==> src/verilog/pws_consts.svh <==
// constant offsets, field positions, reset values and counts for the pwm block
`ifndef PWS_CONSTS_SVH
`define PWS_CONSTS_SVH

`define PWS_OFF_CTRL        12'h000
`define PWS_OFF_DUTY        12'h004
`define PWS_OFF_TSEL        12'h008
`define PWS_OFF_STEER       12'h00C
`define PWS_OFF_PERIOD_BASE 12'h010
`define PWS_OFF_TCTRL_BASE  12'h01C
`define PWS_OFF_COUNT       12'h028
`define PWS_OFF_STATUS      12'h02C
`define PWS_OFF_DIR         12'h030

`define PWS_RST_CTRL        8'h00
`define PWS_RST_DUTY        8'h00
`define PWS_RST_TSEL        2'h0
`define PWS_RST_STEER       5'h01
`define PWS_RST_DIR         4'hF
`define PWS_RST_PERIOD      8'hFF
`define PWS_RST_TCTRL       3'h0

`define PWS_STEER_SYNC_BIT  4
`define PWS_STAT_PWM_BIT    0
`define PWS_STAT_STEER_LSB  1
`define PWS_STAT_SHDN_BIT   5

`define PWS_MODE_PWM_UPPER  2'h3
`define PWS_CFG_SINGLE      2'h0

`define PWS_PRE_LAST_DIV1   4'h0
`define PWS_PRE_LAST_DIV4   4'h3
`define PWS_PRE_LAST_DIV16  4'hF
`define PWS_SUB_LAST        2'h3

`endif

==> src/verilog/pws_pkg.sv <==
// types shared by the pwm steering block
`default_nettype none
package pws_pkg;

   typedef struct packed {
      logic [1:0] out_config;
      logic [1:0] duty_low;
      logic [3:0] mode;
   } pws_ctrl_type;

   typedef struct packed {
      logic       sync;
      logic [3:0] enable;
   } pws_steer_type;

   typedef struct packed {
      logic       on;
      logic [1:0] prescale;
   } pws_tcfg_type;

   typedef enum logic [2:0] {
      PWS_OUT_OFF   = 3'h1,
      PWS_OUT_STD   = 3'h2,
      PWS_OUT_STEER = 3'h4
   } pws_out_mode_type;

endpackage
`default_nettype wire

==> src/verilog/pws_timer.sv <==
// 8-bit period timer with prescaler and two-bit fine count
`timescale 1ns/1ps
`default_nettype none
`include "pws_consts.svh"

module pws_timer
   import pws_pkg::*;
#(
   parameter int CNT_W = 8
) (
   input  wire logic             clk_in,
   input  wire logic             srst_in,
   input  wire pws_tcfg_type     cfg_in,
   input  wire logic [CNT_W-1:0] period_in,
   output logic      [CNT_W+1:0] ext_count_out,
   output logic                  period_start_out
);

   logic [3:0]       pre;
   logic [1:0]       sub;
   logic [CNT_W-1:0] cnt;

   wire [3:0] pre_last = (cfg_in.prescale == 2'h0) ? `PWS_PRE_LAST_DIV1 :
                         (cfg_in.prescale == 2'h1) ? `PWS_PRE_LAST_DIV4 :
                                                     `PWS_PRE_LAST_DIV16;
   wire pre_tick = cfg_in.on && (pre == pre_last);
   wire sub_tick = pre_tick && (sub == `PWS_SUB_LAST);
   wire wrap     = sub_tick && (cnt == period_in);

   always_ff @(posedge clk_in) begin
      if (srst_in) begin
         pre <= 4'h0;
         sub <= 2'h0;
         cnt <= '0;
      end else if (cfg_in.on) begin
         pre <= pre_tick ? 4'h0 : 4'(pre + 4'h1);
         sub <= pre_tick ? 2'(sub + 2'h1) : sub; // [RULE11]
         if (wrap) begin
            cnt <= '0; // [RULE10]
         end else if (sub_tick) begin
            cnt <= CNT_W'(cnt + 1'b1);
         end
      end
   end

   assign ext_count_out    = {cnt, sub}; // [RULE11]
   assign period_start_out = wrap; // [RULE7]

endmodule
`default_nettype wire

==> src/verilog/pws_pwm_steer.sv <==
// pwm generator with timer select, duty latch, output steering and shutdown
`timescale 1ns/1ps
`default_nettype none
`include "pws_consts.svh"

// Functional notes
// RULE1 - pwm on capture pin, ten-bit duty
// RULE2 - period, duty, resolution set by registers
// RULE3 - pin driven only while direction bit clear
// RULE4 - control register zero releases the pins
// RULE5 - software sets direction then loads mode
// RULE6 - two-bit field picks one of three timers
// RULE7 - selected timer period register sets period
// RULE8 - duty is high register plus two bits
// RULE9 - high during on time, low otherwise
// RULE10 - period is on time plus off time
// RULE11 - on time moves in whole count steps; the code moves it in quarter-count steps through the two-bit fine count sub
// RULE12 - single output when mode 11, config 00
// RULE13 - four enables route signal to pins
// RULE14 - lower mode bits pick steered pin polarity
// RULE15 - shutdown only hits steering enabled pins
// RULE16 - sync clear: steering changes at write
// RULE17 - sync set: steering changes at period start
// RULE18 - period start restarts, sets high, compare clears
module pws_pwm_steer
   import pws_pkg::*;
#(
   parameter int NUM_TIMERS = 3,
   parameter int ADDR_W     = 12
) (
   input  wire logic              clk_in,
   input  wire logic              srst_in,
   input  wire logic              psel_in,
   input  wire logic              penable_in,
   input  wire logic              pwrite_in,
   input  wire logic [ADDR_W-1:0] paddr_in,
   input  wire logic [31:0]       pwdata_in,
   output logic      [31:0]       prdata_out,
   output logic                   pready_out,
   output logic                   pslverr_out,
   input  wire logic              shutdown_in,
   output logic      [3:0]        pin_level_out,
   output logic      [3:0]        pin_oe_out
);

   function automatic logic addr_at(input logic [ADDR_W-1:0] addr,
                                    input logic [ADDR_W-1:0] base,
                                    input int                idx);
      addr_at = (addr == ADDR_W'(int'(base) + 4 * idx));
   endfunction

   pws_ctrl_type     ctrl;
   logic [7:0]       duty_high;
   logic [1:0]       tsel;
   pws_steer_type    steer_pending;
   logic [3:0]       active_steer;
   logic [3:0]       dir;
   logic             shutdown_flag;
   logic [9:0]       duty_latched;
   logic             pwm_raw;
   logic [7:0]       period_reg [NUM_TIMERS];
   pws_tcfg_type     tcfg_reg   [NUM_TIMERS];
   logic [9:0]       ext_count  [NUM_TIMERS];
   logic [NUM_TIMERS-1:0] start_vec;
   logic [NUM_TIMERS-1:0] period_hit;
   logic [NUM_TIMERS-1:0] tctrl_hit;
   logic [9:0]       sel_ext;
   logic             sel_start;
   logic             sel_valid;
   logic [31:0]      timer_rdata;
   logic [31:0]      rd_data;
   logic             rd_err;
   pws_out_mode_type out_mode;

   // bus phase decode
   wire apb_first = psel_in && penable_in && !pready_out;
   wire apb_xfer  = psel_in && penable_in && pready_out;
   wire wr_en     = apb_xfer && pwrite_in;

   wire hit_ctrl   = (paddr_in == `PWS_OFF_CTRL);
   wire hit_duty   = (paddr_in == `PWS_OFF_DUTY);
   wire hit_tsel   = (paddr_in == `PWS_OFF_TSEL);
   wire hit_steer  = (paddr_in == `PWS_OFF_STEER);
   wire hit_count  = (paddr_in == `PWS_OFF_COUNT);
   wire hit_status = (paddr_in == `PWS_OFF_STATUS);
   wire hit_dir    = (paddr_in == `PWS_OFF_DIR);
   wire hit_timer  = (|period_hit) || (|tctrl_hit);

   wire wr_steer   = wr_en && hit_steer;
   wire wr_sync    = pwdata_in[`PWS_STEER_SYNC_BIT];

   // time bases
   genvar g;
   generate
      for (g = 0; g < NUM_TIMERS; g = g + 1) begin : gen_timer
         assign period_hit[g] = addr_at(paddr_in, `PWS_OFF_PERIOD_BASE, g);
         assign tctrl_hit[g]  = addr_at(paddr_in, `PWS_OFF_TCTRL_BASE, g);

         always_ff @(posedge clk_in) begin
            if (srst_in) begin
               period_reg[g] <= `PWS_RST_PERIOD;
               tcfg_reg[g]   <= `PWS_RST_TCTRL;
            end else if (wr_en && period_hit[g]) begin
               period_reg[g] <= pwdata_in[7:0]; // [RULE7]
            end else if (wr_en && tctrl_hit[g]) begin
               tcfg_reg[g]   <= pwdata_in[2:0]; // [RULE2]
            end
         end

         pws_timer #(
            .CNT_W (8)
         ) u_timer (
            .clk_in           (clk_in),
            .srst_in          (srst_in),
            .cfg_in           (tcfg_reg[g]),
            .period_in        (period_reg[g]),
            .ext_count_out    (ext_count[g]),
            .period_start_out (start_vec[g])
         );
      end
   endgenerate

   // reserved select code leaves the generator without a time base
   always_comb begin
      sel_ext   = 10'h000;
      sel_start = 1'b0;
      sel_valid = 1'b0;
      for (int i = 0; i < NUM_TIMERS; i++) begin
         if (tsel == 2'(i)) begin
            sel_ext   = ext_count[i]; // [RULE6]
            sel_start = start_vec[i];
            sel_valid = 1'b1;
         end
      end
   end

   // output mode and steering decode
   wire pwm_sel    = (ctrl.mode[3:2] == `PWS_MODE_PWM_UPPER);
   wire single_out = (ctrl.out_config == `PWS_CFG_SINGLE);

   assign out_mode = (ctrl == `PWS_RST_CTRL) ? PWS_OUT_OFF :   // [RULE4]
                     !pwm_sel                ? PWS_OUT_OFF :
                     single_out              ? PWS_OUT_STEER : // [RULE12]
                                               PWS_OUT_STD;

   wire [9:0] duty_value = {duty_high, ctrl.duty_low}; // [RULE8]
   wire [3:0] pol_vec    = {ctrl.mode[0], ctrl.mode[1], ctrl.mode[0], ctrl.mode[1]};
   wire [3:0] eff_pol    = (out_mode == PWS_OUT_STEER) ? pol_vec : 4'h0; // [RULE14]
   wire [3:0] owned      = (out_mode == PWS_OUT_STEER) ? active_steer : // [RULE13]
                           (out_mode == PWS_OUT_STD)   ? 4'h1 : 4'h0;   // [RULE1]
   wire [3:0] next_oe    = owned & ~dir; // [RULE3]
   // shutdown parks driven pins at their inactive level
   wire [3:0] next_level = next_oe & (shutdown_flag ? eff_pol :     // [RULE15]
                                      ({4{pwm_raw}} ^ eff_pol));

   // control registers
   always_ff @(posedge clk_in) begin
      if (srst_in) begin
         ctrl      <= `PWS_RST_CTRL;
         duty_high <= `PWS_RST_DUTY;
         tsel      <= `PWS_RST_TSEL;
         dir       <= `PWS_RST_DIR; // [RULE5]
      end else if (wr_en) begin
         if (hit_ctrl) begin
            ctrl <= pwdata_in[7:0]; // [RULE2]
         end else if (hit_duty) begin
            duty_high <= pwdata_in[7:0];
         end else if (hit_tsel) begin
            tsel <= pwdata_in[1:0]; // [RULE6]
         end else if (hit_dir) begin
            dir <= pwdata_in[3:0];
         end
      end
   end

   // steering: immediate write or deferred to period start
   always_ff @(posedge clk_in) begin
      if (srst_in) begin
         steer_pending <= `PWS_RST_STEER;
         active_steer  <= 4'(`PWS_RST_STEER);
      end else begin
         if (wr_steer) begin
            steer_pending <= pwdata_in[4:0];
         end
         if (wr_steer && !wr_sync) begin
            active_steer <= pwdata_in[3:0]; // [RULE16]
         end else if (sel_start && steer_pending.sync) begin
            active_steer <= steer_pending.enable; // [RULE17]
         end
      end
   end

   // sticky shutdown, write one clears, a new event wins over the clear
   wire shdn_clear = wr_en && hit_status && pwdata_in[`PWS_STAT_SHDN_BIT];

   always_ff @(posedge clk_in) begin
      if (srst_in) begin
         shutdown_flag <= 1'b0;
      end else begin
         shutdown_flag <= shutdown_in || (shutdown_flag && !shdn_clear); // [RULE15]
      end
   end

   // duty latch and compare; new duty only lands at a period boundary
   always_ff @(posedge clk_in) begin
      if (srst_in) begin
         duty_latched <= 10'h000;
         pwm_raw      <= 1'b0;
      end else begin
         if (sel_start) begin
            duty_latched <= duty_value; // [RULE18]
         end
         pwm_raw <= sel_valid && pwm_sel && (sel_ext < duty_latched); // [RULE9]
      end
   end

   // pin outputs
   always_ff @(posedge clk_in) begin
      if (srst_in) begin
         pin_oe_out    <= 4'h0;
         pin_level_out <= 4'h0;
      end else begin
         pin_oe_out    <= next_oe;
         pin_level_out <= next_level;
      end
   end

   // register read mux
   always_comb begin
      timer_rdata = 32'h0000_0000;
      for (int i = 0; i < NUM_TIMERS; i++) begin
         if (period_hit[i]) begin
            timer_rdata = {24'h00_0000, period_reg[i]};
         end else if (tctrl_hit[i]) begin
            timer_rdata = {29'h0000_0000, tcfg_reg[i]};
         end
      end
   end

   always_comb begin
      rd_data = 32'h0000_0000;
      rd_err  = 1'b0;
      if (hit_ctrl) begin
         rd_data = {24'h00_0000, ctrl};
      end else if (hit_duty) begin
         rd_data = {24'h00_0000, duty_high};
      end else if (hit_tsel) begin
         rd_data = {30'h0000_0000, tsel};
      end else if (hit_steer) begin
         rd_data = {27'h000_0000, steer_pending};
      end else if (hit_count) begin
         rd_data = {22'h00_0000, sel_ext};
      end else if (hit_status) begin
         rd_data = {26'h000_0000, shutdown_flag, active_steer, pwm_raw};
      end else if (hit_dir) begin
         rd_data = {28'h000_0000, dir};
      end else if (hit_timer) begin
         rd_data = timer_rdata;
      end else begin
         rd_err = 1'b1;
      end
   end

   // one wait state keeps read data and the error flag registered
   always_ff @(posedge clk_in) begin
      if (srst_in) begin
         pready_out  <= 1'b0;
         pslverr_out <= 1'b0;
         prdata_out  <= 32'h0000_0000;
      end else begin
         pready_out  <= apb_first;
         pslverr_out <= apb_first && rd_err;
         if (apb_first && !pwrite_in) begin
            prdata_out <= rd_data;
         end
      end
   end
endmodule
`default_nettype wire

==> config.mk <==
export PLATFORM = sky130hd
export DESIGN_NAME = pws_pwm_steer
export DESIGN_NICKNAME = d
export VERILOG_FILES = /design/src/verilog/pws_pkg.sv /design/src/verilog/pws_timer.sv /design/src/verilog/pws_pwm_steer.sv
export VERILOG_INCLUDE_DIRS = /design/src /design/src/verilog
export SDC_FILE = /design/constraint.sdc
export NUM_CORES = 1
export LEC_CHECK = 0
export ABC_AREA = 1
export BUFFER_PORTS_ARGS = -buffer_cell sky130_fd_sc_hd__buf_2
export CAP_MARGIN = 20
export CORE_MARGIN = 4
export CORE_UTILIZATION = 55
export CTS_BUF_LIST = sky130_fd_sc_hd__clkbuf_4 sky130_fd_sc_hd__clkbuf_8
export DETAILED_ROUTE_END_ITERATION = 8
export GPL_TIMING_DRIVEN = 0
export PLACE_DENSITY = 0.76
export SLEW_MARGIN = 20
export SYNTH_ARGS = -nofsm -noshare
export SYNTH_HDL_FRONTEND = slang
export SYNTH_HIERARCHICAL = 1
export SYNTH_SLANG_ARGS = --single-unit
==> constraint.sdc <==
create_clock -name clk_in -period 4.4 [get_ports clk_in]
set_input_delay 0.44 -clock clk_in [delete_from_list [all_inputs] [get_ports clk_in]]
set_output_delay 0.44 -clock clk_in [all_outputs]
set_load 0.05 [all_outputs]
==> summary.md, run 1 <==
| Metric | Value |
|---|---|
| Via-per-instance ratio | `5.41` |
| CTS Hold Bufs | `0` |
| Die area | `16600 um^2` |
| Die Y | `129 um` |
| Initial antenna violation count | `0` |
| Reg clk slew, reported paths | `0.09 ns` |
| Vias | `7806` |
| Initial DRC count | `828` |
| CTS Sinks | `138` |
| Overall Power | `0.00255 W` |
| Number of synthesized flops with an enable pin | `33` |
| WP data arrival | `2.75 ns` |
| CTS Buf Count | `17` |
| RSZ-0062 raised after global routing | `false` |
| Commonest non-fill, non-tap cell in the layout | `nand2_1` |
| I/O pin count | `92` |
| Post-DP HPWL | `17000 um` |
| DP Area | `8560 um^2` |
| Ys Warns | `6` |
| P&R area growth vs syn | `11.4%` |
| Post-synth ARST share | `0%` |
| Routed length per instance | `15.3 um` |
| Worst hold path type | `input pin to flop` |
| Max-Cap Viols | `0` |
| Synth area leader | `dfxtp_1` |
| Synth cell types | `47` |
| Final min period | `2.66 ns` |
| Buffers on Ports | `45` |
| Slew headroom | `25.7%` |
| Top cell type's share of synthesized area | `26.2%` |
| WHS Path Cells | `3` |
| Final period utilization | `60.5%` |
| Total congestion overflow | `0` |
| Nature of the critical path endpoint | `flop` |
| Internal power | `0.00182 W` |
| Total Wirelength | `22200 um` |
| Element type at the critical path start | `input pin` |
| FMAX | `375 MHz` |
| Root Driver | `clkbuf_8` |
| Most frequent cells in the layout | `313 x nand2_1, 170 x inv_1, 121 x nor2_1` |
| CTS Buffer Depth | `2` |
| Max VDD drop | `0.000239 V` |
| Post-CTS sizing | `0` |
| First-pass GRT wire length | `34900 um` |
| Design area | `8940 um^2` |
| Sw Share | `28.5%` |
| Post-Layout Cell Count | `1444` |
| Outcome | `finished clean` |
| Worst skew pair latency | `0.47 ns` |
| Top FF cell, synth | `dfxtp_1` |
| Post-route ant nets | `0` |
| Setup violators final | `0` |
| Least-Margin Pin Slew | `1.10 ns` |
| CP Max Fanout | `22` |
| Clock share of power | `41.0%` |
| Final Hold Vio Count | `0` |
| Slew Viols, Final | `0` |
| Fin nets | `1319` |
| Layout cells sized above 1 | `12.6%` |
| Largest net degree at the start of global routing | `23` |
| Htree depth | `4` |
| Setup bufs post-CTS | `0` |
| Leading post-synthesis cells by cell area | `dfxtp_1 26%, nand2_1 15%, edfxtp_1 12%` |
| Antenna Cells | `0` |
| Yosys reg bits | `138` |
| CTS tree | `yes` |
| DRC errors left | `0` |
| Floorplan core area | `14100 um^2` |
| Synth Cell Area | `8030 um^2` |
| Final Skew | `0.00949 ns` |
| Syn avg cell area | `6.88 um^2` |
| Placed Cells | `1412` |
| Net Switching | `0.000726 W` |
| Die width | `129 um` |
| Comb power frac | `7.2%` |
| Lkg Pwr | `4.26 nW` |
| Setup TNS | `0 ns` |
| Vias in the first global route | `6937` |
| GP Congestion | `0.965` |
| Critical path data required time | `4.49 ns` |
| Crit Path Category | `input pin to flop` |
| Initial Utilization | `57.0%` |
| Row count | `43` |
| Total track usage | `27.0%` |
| Sequential share of power | `51.8%` |
| Seq/Total Area, Yosys | `38.5%` |
| Synth Instances | `1166` |
| P per Cell Area | `285 nW/um^2` |
| R2R depth | `11` |
| DR pass1 iterations | `6` |
| Hold slack | `0.202 ns` |
-- kinds of logic after synthesis --
| kind of cell | after synthesis | share of synthesized area, % |
|---|---|---|
| simple gates | 586 | 32.4 |
| buf+inv | 231 | 12.0 |
| compound gates | 175 | 12.4 |
| flops | 138 | 38.5 |
| fa+ha+maj | 18 | 2.81 |
| xor+xnor | 17 | 1.85 |
| other cells | 1 | 0.0467 |
-- routing by layer --
layer | part of all wire (%) | vias to the layer above | global-route usage, %
met5 | 0 | - | 0
met3 | 8.3 | 70 | 5.98
met4 | 3.9 | 0 | 12.3
li1 | - | 3894 | -
met1 | 43 | 3497 | 36.0
met2 | 44 | 345 | 41.8
-- final cells by class --
cell class	count	area (um^2)
plain buffers	42	256
clock buffers	17	234
clock inverters	15	153
fillers	1328	5150
inverters	189	709
multi-input cells	818	4050
flip-flops and latches	138	3090
well taps	180	225
repair buffers	45	225
-- per-stage QoR --
step,util (%),setup slack [ns]
2_1_floorplan,-,2.15
3_3_place_gp,60.7,1.33
3_5_place_dp,60.7,1.32
4_1_cts,63.4,1.81
5_1_grt,63.4,1.71
6_report,63.4,1.74
-- synth_stat cells, types with 3 or more instances --
library cell	number
nand2_1	313
inv_1	170
nor2_1	121
dfxtp_1	105
a21oi_1	77
nand3_1	67
o21ai_0	45
edfxtp_1	33
buf_4	24
nand4_1	20
ha_1	18
nor3_1	18
clkbuf_1	15
inv_2	15
o211ai_1	12
nor2_2	11
xor2_1	11
o21ai_1	9
a211oi_1	8
a31oi_1	8
nor2_4	7
nand2_2	6
xnor2_1	6
nor4_1	5
clkinv_1	4
nand2_4	4
o22ai_1	4
and3_1	3
nor2_8	3
o21ai_2	3
-- worst paths after layout --
kind	startpoint	to	slack, ns
hold reg to reg	prdata_out[9]$_SDFFE_PP0P_	prdata_out[9]$_SDFFE_PP0P_	0.47
hold / removal	shutdown_in	shutdown_flag$_SDFF_PP0_	0.20
setup reg to reg	tcfg_reg[0][2]$_SDFFCE_PN0P_	duty_latched[9]$_SDFFE_PP0P_	1.94
setup / recovery	srst_in	period_reg[1][3]$_SDFFCE_PN1P_	1.74
-- worst max-delay path: stages --
cell	delay, ns
buf_2	0.41
clkbuf_1	0.53
clkinv_1	0.51
clkbuf_1	0.36
o21ai_0	0.49
-- power groups by stage --
stage	clock network (W)	registers [W]	logic [W]
after global placement	0	0.00135	0.000178
after CTS	0.00106	0.00132	0.000180
after global routing	0.00112	0.00132	0.000197
after floorplan	0	0.00135	0.000129
final	0.00104	0.00132	0.000183
after detailed placement	0	0.00135	0.000179
(Power assumes the default switching activity.)
==> run 2, diff against run 1 <==
--- a/config.mk
+++ b/config.mk
@@ -14,7 +14,7 @@
 export CTS_BUF_LIST = sky130_fd_sc_hd__clkbuf_4 sky130_fd_sc_hd__clkbuf_8
 export DETAILED_ROUTE_END_ITERATION = 8
 export GPL_TIMING_DRIVEN = 0
-export PLACE_DENSITY = 0.76
+export PLACE_DENSITY = 0.79
 export SLEW_MARGIN = 20
 export SYNTH_ARGS = -nofsm -noshare
 export SYNTH_HDL_FRONTEND = slang
==> constraint.sdc (replaced) <==
create_clock -name clk_in -period 2.2 [get_ports clk_in]
set_input_delay 0.22 -clock clk_in [delete_from_list [all_inputs] [get_ports clk_in]]
set_output_delay 0.22 -clock clk_in [all_outputs]
set_load 0.05 [all_outputs]
==> run 2 against run 1 <==
  * Clock power rose by 100%
  * Die area did not move
  * Power grew 100%
  * Global-route usage up 0.22 points
  * Setup slack worse by 1.7 ns
  * Critical endpoint is now period_reg[0][1]$_SDFFCE_PN1P_
  * Largest power group unchanged
  * Flip-flop and latch count stayed put
  * Critical path depth increased by 1
  * First-iteration DRC count is 0.12% lower
==> summary.md, run 2 (synthesis results as in run 1) <==
| Metric | Value |
|---|---|
| Slew headroom | `46.7% (was 25.7%)` |
| Die Y | `129 um (unchanged)` |
| Crit Path Category | `flop to flop (was input pin to flop)` |
| Initial Utilization | `57.0% (unchanged)` |
| Element type at the critical path start | `flop (was input pin)` |
| Final Hold Vio Count | `0 (unchanged)` |
| Total Wirelength | `22500 um (was 22200 um)` |
| RSZ-0062 raised after global routing | `true (was false)` |
| Fin util | `65.5% (was 63.4%)` |
| Die width | `129 um (unchanged)` |
| CTS tree | `yes (unchanged)` |
| Worst setup margin | `0.00517 ns (was 1.74 ns)` |
| Register Area | `3100 um^2 (was 3090 um^2)` |
| Vias | `7953 (was 7806)` |
| Final period utilization | `99.8%` |
| Routed length per instance | `15.4 um (was 15.3 um)` |
| Final Skew | `0.0152 ns (was 0.00949 ns)` |
| Outcome | `finished clean (unchanged)` |
| Antenna Cells | `0 (unchanged)` |
| Critical path endpoint | `period_reg[0][1]$_SDFFCE_PN1P_ (was period_reg[1][3]$_SDFFCE_PN1P_)` |
| Critical path data required time | `2.38 ns (was 4.49 ns)` |
| P per Cell Area | `559 nW/um^2 (was 285 nW/um^2)` |
| Buffers on Ports | `45 (unchanged)` |
| Pre-CTS WS | `-0.669 ns (was 1.32 ns)` |
| Least-Margin Pin Slew | `0.793 ns (was 1.10 ns)` |
| Fill count | `1295 (was 1328)` |
| Htree depth | `4 (unchanged)` |
| I/O pin count | `92 (unchanged)` |
| Total track usage | `27.2% (was 27.0%)` |
| Initial antenna violation count | `0 (unchanged)` |
| Nature of the critical path endpoint | `flop (unchanged)` |
| CP Max Fanout | `10 (was 22)` |
| First-pass GRT wire length | `35600 um (was 34900 um)` |
| Fin nets | `1340 (was 1319)` |
| CTS Sinks | `138 (unchanged)` |
| DRC errors left | `0 (unchanged)` |
| Max-Cap Viols | `0 (unchanged)` |
| Slew Viols, Final | `0 (unchanged)` |
| WP data arrival | `2.38 ns (was 2.75 ns)` |
| Row count | `43 (unchanged)` |
| Root Driver | `clkbuf_8 (unchanged)` |
| Vias in the first global route | `7275 (was 6937)` |
| R2R depth | `6 (was 11)` |
| Max VDD drop | `0.000608 V (was 0.000239 V)` |
| Worst hold path type | `input pin to flop (unchanged)` |
| Largest net degree at the start of global routing | `31 (was 23)` |
| Initial DRC count | `827 (was 828)` |
| Most frequent cells in the layout | `307 x nand2_1, 163 x inv_1, 118 x nor2_1 (was 313 x nand2_1, 170 x inv_1, 121 x nor2_1)` |
| Die area | `16600 um^2 (unchanged)` |
| CP startpoint | `pready_out$_SDFF_PP0_ (was srst_in)` |
| Floorplan core area | `14100 um^2 (unchanged)` |
| Total congestion overflow | `0 (unchanged)` |
| Via-per-instance ratio | `5.43 (was 5.41)` |
| Worst r2r dst | `period_reg[0][1]$_SDFFCE_PN1P_ (was duty_latched[9]$_SDFFE_PP0P_)` |
| Setup violators final | `0 (unchanged)` |
| Reg2reg start | `pready_out$_SDFF_PP0_ (was tcfg_reg[0][2]$_SDFFCE_PN0P_)` |
| Final min period | `2.19 ns` |
| Worst skew pair latency | `0.46 ns (was 0.47 ns)` |
| Lkg Pwr | `4.41 nW (was 4.26 nW)` |
| DR pass1 iterations | `6 (unchanged)` |
| Post-route ant nets | `0 (unchanged)` |
| Flop2flop setup slack | `0.005 ns (was 1.94 ns)` |
| FMAX | `456 MHz` |
| Layout cells sized above 1 | `16.0% (was 12.6%)` |
| GP Congestion | `0.934 (was 0.965)` |
| Reg clk slew, reported paths | `0.09 ns (about the same)` |
| Post-DP HPWL | `16800 um (was 17000 um)` |
| Multi-input gate area | `4150 um^2 (was 4050 um^2)` |
| CTS Buffer Depth | `2 (unchanged)` |
| CTS Buf Count | `17 (unchanged)` |
| Commonest non-fill, non-tap cell in the layout | `nand2_1 (unchanged)` |
| P&R area growth vs syn | `15.0% (was 11.4%)` |
[run 2: cell count changes in the layout (fill, tap and decap cells not counted), moves of 4 or more]
| cell | before | now |
|---|---|---|
| inv_2 | 15 | 22 |
| nor2_4 | 7 | 12 |
| nand2_2 | 6 | 11 |
| inv_1 | 170 | 163 |
| buf_4 | 24 | 45 |
| nand2_1 | 313 | 307 |
| clkbuf_1 | 15 | 11 |
[run 2: area by class of cell]
class | instances | area share (%)
multi-input combinational | 818 | 44.9
sequential | 138 | 33.6
inverter | 189 | 7.69
timing repair buffer | 67 | 4.26
buffer | 41 | 2.81
clock buffer | 18 | 2.68
tap | 180 | 2.44
clock inverter | 14 | 1.63
[run 2: metrics by stage]
stage               instances  total power, W  hold slack (ns)  cell area [um^2]  setup TNS (ns)
detailed placement       1412         0.00306            0.432              8560          -24.23
global placement         1412         0.00305            0.432              8560          -20.93
floorplan                1187         0.00295            0.289              8110           -1.26
CTS                      1446         0.00515           0.0235              9020               0
global route             1465         0.00533           0.0310              9230           -3.71
finish                   1465         0.00516           0.0513              9230               0
[run 2: critical path, stage by stage, from the launching register on]
cell and delay (ns):
dfxtp_1 0.36, inv_1 0.05, nor3_1 0.28, inv_1 0.13
clkbuf_1 0.26, nor3_1 0.71, nand2_1 0.11
[run 2: how the worst min path moves through the flow]
stage / startpoint / to / slack (ns) / depth (start not counted)
floorplan: srst_in / gen_timer[0].u_timer/cnt[1]$_SDFFE_PP0P_ / 0.29 / 1
detailed placement: shutdown_in / shutdown_flag$_SDFF_PP0_ / 0.43 / 3
global placement: shutdown_in / shutdown_flag$_SDFF_PP0_ / 0.43 / 3
finish: pwdata_in[0] / steer_pending[0]$_SDFFE_PP1P_ / 0.05 / 3
CTS: pwdata_in[0] / active_steer[0]$_SDFFE_PP1P_ / 0.02 / 3
global route: pwdata_in[7] / ctrl[7]$_SDFFE_PP0P_ / 0.03 / 3
[run 2: report_power, final]
| group | total, W | leakage (nW) | internal, W | switching, W |
|---|---|---|---|---|
| logic | 0.000390 | 3.09 | 0.000107 | 0.000283 |
| registers | 0.00264 | 1.12 | 0.00261 | 0.0000311 |
| clock network | 0.00213 | 0.203 | 0.000975 | 0.00116 |
| total | 0.00516 | 4.41 | 0.00369 | 0.00147 |
[run 2: timing repair]
action | in CTS | in global routing
endpoints found under the hold margin | 1 | 0
hold buffers | 1 | 0
resized for setup | 18 | 24
buffers inserted | 2 | 19
pin swaps | 3 | 14
setup endpoints to repair | 39 | 64
[run 2: routing by layer]
| layer | share of wire, % | vias to the layer above | global-route usage, % |
|---|---|---|---|
| met5 | 0 | - | 0 |
| met1 | 42 | 3628 | 34.3 |
| met2 | 47 | 336 | 45.0 |
| li1 | - | 3920 | - |
| met4 | 3.9 | 0 | 11.6 |
| met3 | 7.8 | 69 | 5.85 |
